<file path="src/design/line_status_map.vh">
`ifndef LINE_STATUS_MAP_VH
`define LINE_STATUS_MAP_VH
// ----------------------------------------
// Register byte addresses
// ----------------------------------------
`define ADDR_DLY_LOW      8'h31
`define ADDR_DLY_HIGH     8'h32
`define ADDR_MS_RX        8'h34
`define ADDR_MS_TX        8'h38
`define ADDR_IF_SEL       8'h40
`define ADDR_CTRL         8'h44
`define ADDR_IRQ_STA      8'h48
`define ADDR_IRQ_MSK      8'h4C
`define ADDR_D_RX_SBIT    8'h50
// ----------------------------------------
// Field positions
// ----------------------------------------
`define MS_RX_RDY_BIT     4
`define MS_UP_S_BIT       6
`define MS_TX_RDY_BIT     7
`define CTRL_UP_BIT       0
`define CTRL_NT_BIT       1
`define IRQ_RX_BIT        0
`define IRQ_TX_BIT        1
`define IRQ_DLY_BIT       2
// ----------------------------------------
// Timing
// ----------------------------------------
`define CLK_HZ            40000000
`define REFRESH_US        250
`define REFRESH_CYCLES    ((`CLK_HZ / 1000000) * `REFRESH_US)
`define MIN_DLY_BITS      2
`define STEPS_PER_BIT     32
`define DLY_W             10
// Shortest legal loop: two bit times of thirty-two steps each.
`define DLY_FLOOR         10'h040
// Last count of the 250 us refresh period at 40 MHz.
`define REFRESH_LAST      14'h270F
`define ZERO8             8'h00
`endif

</file>
<file path="src/design/pin_sync.v">
`timescale 1ns/1ps
module pin_sync (
  // Clock and reset
  input  wire clk_sys_in,
  input  wire arst_n_in,
  // Pin
  input  wire pin_in,
  output reg  level_out,
  output reg  rise_out
);
  reg s1;
  reg s2;
  reg s3;
  always @(posedge clk_sys_in or negedge arst_n_in) begin
    if (!arst_n_in) begin
      s1        <= 1'b0;
      s2        <= 1'b0;
      s3        <= 1'b0;
      level_out <= 1'b0;
      rise_out  <= 1'b0;
    end else begin
      s1       <= pin_in;
      s2       <= s1;
      s3       <= s2;
      rise_out <= 1'b0;
      // A change counts only once the second and third stages agree.
      if (s2 == s3) begin
        level_out <= s3;
        rise_out  <= s3 & ~level_out;
      end
    end
  end
endmodule

</file>
<file path="src/design/delay_counter.v">
`timescale 1ns/1ps
`include "line_status_map.vh"
module delay_counter (
  // Clock and reset
  input  wire                clk_sys_in,
  input  wire                arst_n_in,
  // Events
  input  wire                start_in,
  input  wire                stop_in,
  input  wire                tick_in,
  // Result
  output reg  [`DLY_W-1:0]   count_out,
  output reg                 done_out
);
  reg running;
  always @(posedge clk_sys_in or negedge arst_n_in) begin
    if (!arst_n_in) begin
      running   <= 1'b0;
      count_out <= {`DLY_W{1'b0}};
      done_out  <= 1'b0;
    end else begin
      done_out <= 1'b0;
      if (start_in) begin
        running   <= 1'b1;
        count_out <= {`DLY_W{1'b0}};
      end else if (running && stop_in) begin
        running  <= 1'b0;
        done_out <= 1'b1;
      end else if (running && tick_in && count_out != {`DLY_W{1'b1}}) begin
        // Saturate rather than wrap so an overlong loop reads as maximum.
        count_out <= count_out + {{(`DLY_W-1){1'b0}}, 1'b1};
      end
    end
  end
endmodule

</file>
<file path="src/design/line_delay_and_multiframe_status.v">
`timescale 1ns/1ps
`include "line_status_map.vh"
module line_delay_and_multiframe_status (
  // Clock and reset
  input  wire        clk_sys_in,
  input  wire        arst_n_in,
  // APB slave
  input  wire        psel_in,
  input  wire        penable_in,
  input  wire        pwrite_in,
  input  wire [7:0]  paddr_in,
  input  wire [31:0] pwdata_in,
  output reg  [31:0] prdata_out,
  output reg         pready_out,
  output reg         pslverr_out,
  // Line framer pins (from the line logic, asynchronous to this clock)
  input  wire        base_tick_in,
  input  wire        tx_frame_mark_in,
  input  wire        rx_frame_mark_in,
  input  wire        rx_maint_bit_in,
  input  wire        rx_maint_valid_in,
  input  wire        rx_sbit_in,
  input  wire        rx_sbit_valid_in,
  input  wire        tx_slot_free_in,
  // Interface 0 outputs
  output reg  [3:0]  tx_maint_bits_out,
  output reg         s_bit_mirror_out,
  output reg         irq_out
);
  // ----------------------------------------
  // Pin synchronisers
  // ----------------------------------------
  // Each pin passes three flops, so every edge is seen three to four cycles late.
  wire tick_rise;
  wire tx_mark_rise;
  wire rx_mark_rise;
  wire maint_rise;
  wire sbit_rise;
  wire slot_rise;
  wire maint_lvl;
  wire sbit_lvl;
  pin_sync u_tick (
    .clk_sys_in (clk_sys_in),
    .arst_n_in  (arst_n_in),
    .pin_in     (base_tick_in),
    .level_out  (),
    .rise_out   (tick_rise)
  );
  pin_sync u_txm (
    .clk_sys_in (clk_sys_in),
    .arst_n_in  (arst_n_in),
    .pin_in     (tx_frame_mark_in),
    .level_out  (),
    .rise_out   (tx_mark_rise)
  );
  pin_sync u_rxm (
    .clk_sys_in (clk_sys_in),
    .arst_n_in  (arst_n_in),
    .pin_in     (rx_frame_mark_in),
    .level_out  (),
    .rise_out   (rx_mark_rise)
  );
  pin_sync u_mv (
    .clk_sys_in (clk_sys_in),
    .arst_n_in  (arst_n_in),
    .pin_in     (rx_maint_valid_in),
    .level_out  (),
    .rise_out   (maint_rise)
  );
  pin_sync u_mb (
    .clk_sys_in (clk_sys_in),
    .arst_n_in  (arst_n_in),
    .pin_in     (rx_maint_bit_in),
    .level_out  (maint_lvl),
    .rise_out   ()
  );
  pin_sync u_sv (
    .clk_sys_in (clk_sys_in),
    .arst_n_in  (arst_n_in),
    .pin_in     (rx_sbit_valid_in),
    .level_out  (),
    .rise_out   (sbit_rise)
  );
  pin_sync u_sb (
    .clk_sys_in (clk_sys_in),
    .arst_n_in  (arst_n_in),
    .pin_in     (rx_sbit_in),
    .level_out  (sbit_lvl),
    .rise_out   ()
  );
  pin_sync u_ts (
    .clk_sys_in (clk_sys_in),
    .arst_n_in  (arst_n_in),
    .pin_in     (tx_slot_free_in),
    .level_out  (),
    .rise_out   (slot_rise)
  );

  // ----------------------------------------
  // Registers
  // ----------------------------------------
  // Only interface 0 is built; with another interface selected its multiframe registers
  // read zero and ignore writes, while the delay and S bit registers still read as for interface 0.
  reg              if_sel;
  reg  [1:0]       ctrl;
  reg  [2:0]       irq_msk;
  reg  [2:0]       irq_sta;
  reg  [3:0]       ms_rx_bits;
  reg  [3:0]       ms_shift;
  reg  [1:0]       ms_cnt;
  reg              rx_rdy;
  reg              tx_rdy;
  reg              up_sbit;
  reg  [`DLY_W-1:0] dly_snap;
  reg  [`DLY_W-1:0] dly_last;
  reg  [13:0]      refresh_cnt;
  reg  [31:0]      next_rdata;
  wire [`DLY_W-1:0] dly_count;
  wire             dly_done;
  wire             up_mode = ctrl[`CTRL_UP_BIT];
  wire             nt_mode = ctrl[`CTRL_NT_BIT];
  wire             sel0    = (if_sel == 1'b0);
  wire             apb_acc = psel_in & penable_in;
  // Side effects of an access land only on its first access edge, the edge that also
  // captures read data; a second edge would clear an event that arrived in between.
  wire             apb_take = apb_acc & ~pready_out;
  wire             apb_wr  = apb_take & pwrite_in;
  wire             apb_rd  = apb_take & ~pwrite_in;
  wire             refresh = (refresh_cnt == `REFRESH_LAST);

  function [`DLY_W-1:0] floor_min;
    input [`DLY_W-1:0] v;
    begin
      // Frame offset or guard time makes anything shorter impossible.
      if (v < `DLY_FLOOR)
        floor_min = `DLY_FLOOR;
      else
        floor_min = v;
    end
  endfunction

  // ----------------------------------------
  // Round trip measurement
  // ----------------------------------------
  // The tick pin carries the 1/32 bit reference of whichever line mode is active,
  // so one counter serves S/T (162.8 ns) and Up (81.4 ns) alike.
  delay_counter u_dly (
    .clk_sys_in (clk_sys_in),
    .arst_n_in  (arst_n_in),
    .start_in   (tx_mark_rise & nt_mode),
    .stop_in    (rx_mark_rise),
    .tick_in    (tick_rise),
    .count_out  (dly_count),
    .done_out   (dly_done)
  );

  always @(posedge clk_sys_in or negedge arst_n_in) begin
    if (!arst_n_in)
      refresh_cnt <= 14'h0000;
    else
      refresh_cnt <= refresh ? 14'h0000 : refresh_cnt + 14'h0001;
  end

  // Both halves are served from one snapshot taken at each refresh in NT mode, so reading high then low mixes two
  // measurements only when a refresh falls between the two reads.
  always @(posedge clk_sys_in or negedge arst_n_in) begin
    if (!arst_n_in) begin
      dly_last    <= {`DLY_W{1'b0}};
      dly_snap    <= {`DLY_W{1'b0}};
    end else begin
      if (dly_done)
        dly_last <= floor_min(dly_count);
      if (refresh && nt_mode)
        dly_snap <= dly_last;
    end
  end

  // ----------------------------------------
  // Multiframe receive and transmit flags
  // ----------------------------------------
  wire rd_ms_rx = apb_rd && paddr_in == `ADDR_MS_RX && sel0;
  wire wr_ms_tx = apb_wr && paddr_in == `ADDR_MS_TX && sel0;
  wire rx_set   = maint_rise && ms_cnt == 2'h3;

  always @(posedge clk_sys_in or negedge arst_n_in) begin
    if (!arst_n_in) begin
      ms_shift          <= 4'h0;
      ms_cnt            <= 2'h0;
      ms_rx_bits        <= 4'h0;
      rx_rdy            <= 1'b0;
      tx_rdy            <= 1'b0;
      up_sbit           <= 1'b0;
      tx_maint_bits_out <= 4'h0;
      s_bit_mirror_out  <= 1'b0;
    end else begin
      if (maint_rise) begin
        ms_shift <= {ms_shift[2:0], maint_lvl};
        ms_cnt   <= ms_cnt + 2'h1;
      end
      // First received bit lands in bit 3: S1/Q1 or T1a.
      if (rx_set)
        ms_rx_bits <= {ms_shift[2:0], maint_lvl};
      // A multiframe that completes in the cycle of a read wins, so it is never lost.
      if (rx_set)
        rx_rdy <= 1'b1;
      else if (rd_ms_rx)
        rx_rdy <= 1'b0;
      if (slot_rise)
        tx_rdy <= 1'b1;
      else if (wr_ms_tx)
        tx_rdy <= 1'b0;
      if (wr_ms_tx)
        tx_maint_bits_out <= pwdata_in[3:0];
      if (sbit_rise && up_mode) begin
        up_sbit          <= sbit_lvl;
        s_bit_mirror_out <= sbit_lvl;
      end
    end
  end

  // ----------------------------------------
  // Interrupts
  // ----------------------------------------
  reg  [2:0] irq_evt;

  always @* begin
    irq_evt               = 3'h0;
    irq_evt[`IRQ_RX_BIT]  = rx_set;
    irq_evt[`IRQ_TX_BIT]  = slot_rise;
    irq_evt[`IRQ_DLY_BIT] = refresh & nt_mode;
  end

  always @(posedge clk_sys_in or negedge arst_n_in) begin
    if (!arst_n_in) begin
      irq_sta <= 3'h0;
      irq_out <= 1'b0;
    end else begin
      if (apb_wr && paddr_in == `ADDR_IRQ_STA)
        irq_sta <= (irq_sta & ~pwdata_in[2:0]) | irq_evt;
      else
        irq_sta <= irq_sta | irq_evt;
      irq_out <= |(irq_sta & irq_msk);
    end
  end

  // ----------------------------------------
  // APB slave
  // ----------------------------------------
  always @* begin
    next_rdata = 32'h0000_0000;
    if (paddr_in == `ADDR_DLY_LOW)
      next_rdata = {27'h0000000, dly_snap[4:0]};
    else if (paddr_in == `ADDR_DLY_HIGH)
      next_rdata = {27'h0000000, dly_snap[9:5]};
    else if (paddr_in == `ADDR_MS_RX && sel0) begin
      next_rdata[3:0]            = ms_rx_bits;
      next_rdata[`MS_RX_RDY_BIT] = rx_rdy;
      next_rdata[`MS_UP_S_BIT]   = up_sbit & up_mode;
      next_rdata[`MS_TX_RDY_BIT] = tx_rdy;
    end else if (paddr_in == `ADDR_IF_SEL)
      next_rdata = {31'h00000000, if_sel};
    else if (paddr_in == `ADDR_CTRL)
      next_rdata = {30'h00000000, ctrl};
    else if (paddr_in == `ADDR_IRQ_STA)
      next_rdata = {29'h00000000, irq_sta};
    else if (paddr_in == `ADDR_IRQ_MSK)
      next_rdata = {29'h00000000, irq_msk};
    else if (paddr_in == `ADDR_D_RX_SBIT)
      next_rdata = {31'h00000000, up_sbit};
  end

  // Anything not listed here answers with an error and reads zero.
  function addr_mapped;
    input [7:0] a;
    begin
      if (a == `ADDR_DLY_LOW)
        addr_mapped = 1'b1;
      else if (a == `ADDR_DLY_HIGH)
        addr_mapped = 1'b1;
      else if (a == `ADDR_MS_RX)
        addr_mapped = 1'b1;
      else if (a == `ADDR_MS_TX)
        addr_mapped = 1'b1;
      else if (a == `ADDR_IF_SEL)
        addr_mapped = 1'b1;
      else if (a == `ADDR_CTRL)
        addr_mapped = 1'b1;
      else if (a == `ADDR_IRQ_STA)
        addr_mapped = 1'b1;
      else if (a == `ADDR_IRQ_MSK)
        addr_mapped = 1'b1;
      else if (a == `ADDR_D_RX_SBIT)
        addr_mapped = 1'b1;
      else
        addr_mapped = 1'b0;
    end
  endfunction

  wire mapped = addr_mapped(paddr_in);

  // ----------------------------------------
  // Handshake and register writes
  // ----------------------------------------
  // One wait state: pready rises in the second access cycle so outputs stay registered.
  always @(posedge clk_sys_in or negedge arst_n_in) begin
    if (!arst_n_in) begin
      if_sel      <= 1'b0;
      ctrl        <= 2'h0;
      irq_msk     <= 3'h0;
      prdata_out  <= 32'h0000_0000;
      pready_out  <= 1'b0;
      pslverr_out <= 1'b0;
    end else begin
      pready_out  <= apb_acc & ~pready_out;
      pslverr_out <= apb_acc & ~pready_out & ~mapped;
      prdata_out  <= (apb_rd & ~pready_out) ? next_rdata : 32'h0000_0000;
      if (apb_wr && !pready_out) begin
        if (paddr_in == `ADDR_IF_SEL)
          if_sel <= pwdata_in[0];
        else if (paddr_in == `ADDR_CTRL)
          ctrl <= pwdata_in[1:0];
        else if (paddr_in == `ADDR_IRQ_MSK)
          irq_msk <= pwdata_in[2:0];
      end
    end
  end
endmodule

</file>
<file path="config.mk">
export PLATFORM = sky130hd
export DESIGN_NAME = line_delay_and_multiframe_status
export DESIGN_NICKNAME = d
export VERILOG_FILES = /design/src/design/pin_sync.v /design/src/design/delay_counter.v /design/src/design/line_delay_and_multiframe_status.v
export VERILOG_INCLUDE_DIRS = /design/src /design/src/design
export SDC_FILE = /design/constraint.sdc
export NUM_CORES = 1
export LEC_CHECK = 0
export ABC_AREA = 0
export BUFFER_PORTS_ARGS = -buffer_cell sky130_fd_sc_hd__buf_2
export CORE_ASPECT_RATIO = 0.7
export CORE_MARGIN = 1.5
export CORE_UTILIZATION = 50
export CTS_BUF_LIST = sky130_fd_sc_hd__clkbuf_4 sky130_fd_sc_hd__clkbuf_8 sky130_fd_sc_hd__clkbuf_16
export CTS_CLUSTER_SIZE = 25
export DETAILED_ROUTE_END_ITERATION = 8
export PLACE_DENSITY = 0.76
export SLEW_MARGIN = 25
export SYNTH_ARGS = -nofsm -noshare
export SYNTH_HDL_FRONTEND = slang
export SYNTH_SLANG_ARGS = --single-unit
</file>
<file path="constraint.sdc">
create_clock -name clk_sys_in -period 1.6 [get_ports clk_sys_in]
set_input_delay 0.32 -clock clk_sys_in [delete_from_list [all_inputs] [get_ports clk_sys_in]]
set_output_delay 0.32 -clock clk_sys_in [all_outputs]
set_load 0.005 [all_outputs]
</file>
Word level (Yosys, flattened, before mapping)
Index checks and enable logic that the tools add are counted.
{"block": "word_totals", "regBits": 144, "input_bits": 53}
{"block": "op_classes", "magnitude_cmp": 1, "add_sub_neg": 3, "mux": 41, "n_reduce_logical": 23, "bitwise_logic": 32, "eq_ne": 21}
{"cell": "32-bit two-way mux", "count": 7}
{"cell": "8-bit by 7-bit equality test with 1-bit output (second input constant)", "count": 5}
{"cell": "10-bit two-way mux", "count": 4}
{"cell": "8-bit by 6-bit equality test with 1-bit output (second input constant)", "count": 4}
{"cell": "1-bit two-way mux", "count": 25}
{"cell": "24-bit two-way mux", "count": 1}
{"cell": "1-bit bitwise AND", "count": 15}
{"cell": "14-bit by 1-bit adder with 14-bit output (second input constant)", "count": 1}
{"cell": "14-bit equality test (second input constant)", "count": 1}
{"cell": "14-bit two-way mux", "count": 1}
{"cell": "1-bit logical AND", "count": 13}
{"cell": "1-bit NOT", "count": 12}
{"cell": "10-bit by 1-bit adder with 10-bit output (second input constant)", "count": 1}
{"cell": "10-bit by 7-bit less-than comparator with 1-bit output (second input constant)", "count": 1}
{"cell": "10-bit inequality test (second input constant)", "count": 1}
{"cell": "1-bit equality test", "count": 8}
{"cell": "2-bit nonzero test", "count": 4}
{"cell": "3-bit bitwise AND", "count": 2}
{"cell": "3-bit bitwise OR", "count": 2}
{"cell": "5-bit two-way mux", "count": 1}
{"cell": "2-bit AND reduction", "count": 2}
{"cell": "4-bit AND reduction", "count": 1}
{"cell": "3-bit two-way mux", "count": 1}
{"cell": "3-bit NOT", "count": 1}
{"cell": "other kinds (7)", "count": 7}

Longest topological paths before layout
{"block": "depth", "word_depth": 12, "depth_mapped": 7}

By module
Synthesis repeated with hierarchy kept, for this count alone.
{"block": "hier_totals", "cells_unflattened": 425, "area_unflattened_um2": 5165.0}
{"module": "line_delay_and_multiframe_status", "cells_per_inst": 303, "n_inst": 1, "area_per_inst_um2": 3323.2}
{"module": "pin_sync", "cells_per_inst": 7, "n_inst": 8, "area_per_inst_um2": 146.4}
{"module": "delay_counter", "cells_per_inst": 66, "n_inst": 1, "area_per_inst_um2": 670.6}

Worst setup path after synthesis
Ideal clock, no wire load.
{"block": "synth_timing", "path_type": "reg-to-reg", "startpoint": "reg u_dly.count_out[0]", "endpoint": "reg u_dly.count_out[7]", "stages_incl_launch_ff": 6, "t_required_ps": 1522, "arrival_ps": 1686, "setup_ps": 78, "path_slack_ps": -164, "path_cell_list": "dfrtp_1 > ha_1 > and3_1 > a31o_2 > or4_1 > a21oi_1"}
{"block": "synth_via", "elab_chain_len": 4, "elab_cells_between_ends": 8, "classes_between": "add/sub (1); eq/ne (1); mux (3); reduce/logical (3)"}
{"element": "start, declared", "line": "delay_counter.v:12", "source": "output reg [`DLY_W-1:0] count_out,"}
{"element": "start signal, assigned", "line": "delay_counter.v:19", "source": "count_out <= {`DLY_W{1'b0}};"}
{"element": "start signal, assigned", "line": "delay_counter.v:25", "source": "count_out <= {`DLY_W{1'b0}};"}
{"element": "start signal, assigned", "line": "delay_counter.v:31", "source": "count_out <= count_out + {{(`DLY_W-1){1'b0}}, 1'b1};"}
{"element": "10-bit by 1-bit adder with 10-bit output or 10-bit inequality test (tied branches)", "line": "delay_counter.v:31, delay_counter.v:29"}
{"element": "10-bit two-way mux or 1-bit logical AND (tied branches)", "line": "delay_counter.v:29", "source": "end else if (running && tick_in && count_out != {`DLY_W{1'b1}}) begin"}
{"element": "10-bit two-way mux or 2-bit nonzero test (tied branches)"}
{"element": "10-bit two-way mux or 2-bit AND reduction (tied branches)"}
Parallel ways exist; a longest one is shown, timed or not. The select of a mux whose other input is x is not followed.
A chain may end at the register's enable or synchronous reset.

Worst setup path after layout
{"block": "layout_timing", "startpoint": "reg u_dly.count_out[1]", "endpoint": "reg u_dly.count_out[8]"}
Same word-level chain as after synthesis.

==> summary.txt <==
Die W: 123 µm
Final min period: 1.73 ns
Antenna Nets Post-Route: 0
Distinct cells, synth: 60
die height: 87.1 µm
sequential share of the synthesized area: 58.9%
failing checks: negative setup slack
Clock Skews: 0.00577 ns
max_cap viols: 0
setup slack after layout: -0.125 ns
ant diodes: 0
worst r2r src: u_dly.count_out[1]
Final Setup Violations: 13
pre-CTS WS: -0.124 ns
hold path startpoint: tx_slot_free_in
Power, Total: 7.82 mW
maximum number of pins on one net before global-route repair: 35
fin crit share: 108%
switching share of power: 22.0%
Reg2Reg Depth: 5
CP arrival: 2.05 ns
antenna violations before repair: 0
Hold Path Cell Cnt: 1
total congestion overflow: 0
crit-path cells: ha_2, and3_4, a31o_4, or4_4, a21oi_2
logic gate share of total power: 5.9%
gpl congestion: 0.876
required time worst endpoint: 1.93 ns
CTS tree: yes
Crit Reg-Reg Endpoint: u_dly.count_out[8]
IR Drop Worst-Case VDD: 0.000896 V
number of H-tree levels: 4
Mean Syn Cell Area: 11.9 µm²
Sequential Power Share: 42.8%
Final Util: 66.4%
Crit. End Element: flip-flop
max incr delay on CP: 0.49 ns
WS Path Type: reg2reg
Buf/Inv on CP: 0
clock network fraction of design power: 51.3%
drt pass-1 iters: 5
Sw Pwr: 1.72 mW
global-route wire length before repair: 18.0 mm
Worst-path clk slew: 0.05 ns
commonest non-fill, non-tap cell in the layout: dfrtp_1
commonest cells after routing, fill and taps aside: dfrtp_1, buf_4, buf_2
P_leak: 3.05 nW
synth warn: 0
clock tree buffer depth: 2
CTS buffer count: 17
Synth Register Bits: 119
CTS Root Cell: clkbuf_16
critical-path maximum fanout: 6
cell row count: 30
R2R Setup Slk: -0.13 ns
Hold WS: 0.0161 ns
hold path endpoint: u_ts.s1
die area: 0.0107 mm²
Highest Clock Rate: 0.580 GHz
core area: 0.00976 mm²
cell count along the critical path: 5
asr flop ratio synth: 100%
Pint: 6.10 mW
FILL cells: 698
Skew-Pair Late Insertion Delay: 0.41 ns
Critical Path Start: u_dly.count_out[1]
RSZ-0062 raised after global routing: true
final WL: 11.3 mm
Layout Nets: 587
via/cell ratio: 5.55
Final Max Tran Viols: 0
1st-iter DRT viols: 412
outcome: finished, violations left
CP max stage cell: or4_4
synthesized cell area: 0.00505 mm²
CTS Sinks: 119
vias in the first global route: 3633
HPWL reported at the end of detailed placement: 7.37 mm
Boundary Pins: 93
GRT Total Usage: 22.2%
crit path launch type: flip-flop
Synth Instances: 425
IO buf count: 39
DRC viols: 0
power density cells: 1210 mW/mm²
Vias: 3731
Post-synth EDFFs: 0
delay-heaviest family, CP: simple AND/OR/NAND/NOR gates
Syn-to-layout area delta: 28.3%
hold violation count in the final report: 0
HP Class: in2reg
Starting Density: 51.8%
layout cell share with drive strength beyond 1: 33.8%
Wirelength per Cell: 16.9 µm
top_reg_cell synth: dfrtp_1
[repair_timing]
| item | 4_1_cts | 5_1_grt |
|---|---|---|
| resized for setup | 8 | 23 |
| setup buffers | 3 | 1 |
| cloned | 2 | 0 |
| setup endpoints to repair | 17 | 33 |
| hold endpoints to repair | 22 | 0 |
| hold buffers | 1 | 0 |
| pin swaps | 4 | 1 |
[flip-flops by register name, summed over array words and instances (netlist names), 2 cells and up]
| name | cells |
|---|---|
| dly_last | 10 |
| ms_shift | 3 |
| u_dly.count_out | 10 |
| ms_rx_bits | 4 |
| prdata_out | 7 |
| tx_maint_bits_out | 4 |
| refresh_cnt | 14 |
| irq_msk | 3 |
| ms_cnt | 2 |
| dly_snap | 10 |
| ctrl | 2 |
| irq_sta | 3 |
[worst register-to-register path: stages (launching register included)]
cell	delay, ns
dfrtp_1	0.38
ha_2	0.19
and3_4	0.18
a31o_4	0.24
or4_4	0.49
a21oi_2	0.16
[cell usage after synthesis (2+ instances only)]
cell	n	area (µm²)
dfrtp_1	119	2980
o21ai_0	38	190
nand2_1	28	105
buf_4	26	195
mux2_2	24	270
inv_1	21	78.8
nand3_1	18	90.1
nor2_1	18	67.6
a21oi_1	13	65.1
and3_1	10	62.6
maj3_1	7	70.1
xnor2_1	7	61.3
clkbuf_1	6	22.5
nand4_1	6	37.5
xor2_1	6	52.6
or3_1	5	31.3
or4_1	5	37.5
nand3b_1	4	30.0
o31ai_1	4	30.0
a32oi_1	3	26.3
and2_1	3	18.8
ha_1	3	37.5
mux2_4	3	45.0
nor3_1	3	15.0
a22oi_1	2	15.0
and3b_1	2	17.5
buf_2	2	10.0
buf_6	2	22.5
mux2i_1	2	20.0
nor2b_1	2	12.5
nor4b_1	2	17.5
nor4b_4	2	47.6
o2bb2ai_1	2	17.5
[area by class of cell]
cell class	instances	area, µm²	area share, %
Tap cell	128	160	2.47
Multi-Input combinational cell	274	1950	30.1
Sequential cell	119	2980	45.9
Clock buffer	20	454	7.01
Clock inverter	12	175	2.70
Inverter	21	78.8	1.22
Timing Repair Buffer	98	688	10.6
[routing by layer]
metal | global-route usage (%) | part of all wire (%)
met1 | 30.8 | 45
met2 | 34.1 | 48
met3 | 5.69 | 5.4
met4 | 7.63 | 1.3
met5 | 0 | 0
[worst max-delay path by stage]
| stage | to |
|---|---|
| 2_1_floorplan | dly_snap[6] |
| 3_3_place_gp | u_dly.count_out[7] |
| 3_5_place_dp | tx_maint_bits_out[0] |
| 4_1_cts | u_dly.count_out[7] |
| 5_1_grt | u_dly.count_out[7] |
| 6_report | u_dly.count_out[8] |
[through the flow]
step,std cells,cell area [µm²],setup TNS (ns)
detailed placement,633,5720,-1.60
CTS,671,6420,-0.580
finish,672,6480,-0.503
global placement,633,5720,-0.926
floorplan,449,5180,-0.680
global route,672,6480,-1.52
[power groups by stage]
| stage | clock [mW] | combinational, mW | sequential (mW) |
|---|---|---|---|
| floorplan | 0 | 0.280 | 3.33 |
| global placement | 0 | 0.413 | 3.37 |
| detailed placement | 0 | 0.443 | 3.39 |
| CTS | 4.07 | 0.460 | 3.34 |
| global route | 4.19 | 0.517 | 3.36 |
| finish | 4.01 | 0.461 | 3.35 |
[kinds of logic (layout without fill, tap and decap cells)]
| group | count (synthesis) | after routing | share of synthesized area, % |
|---|---|---|---|
| buffers and inverters | 58 | 151 | 6.59 |
| flip-flops | 119 | 119 | 58.9 |
| adder cells (fa/ha/maj) | 10 | 10 | 2.13 |
| other | 1 | 25 | 0.0742 |
| multiplexers | 29 | 29 | 6.64 |
| AO/OA/AOI/OAI | 75 | 76 | 9.04 |
| XOR/XNOR | 13 | 13 | 2.25 |
| AND/OR/NAND/NOR | 120 | 121 | 14.4 |
No activity file was read; power rests on OpenSTA's default activity.
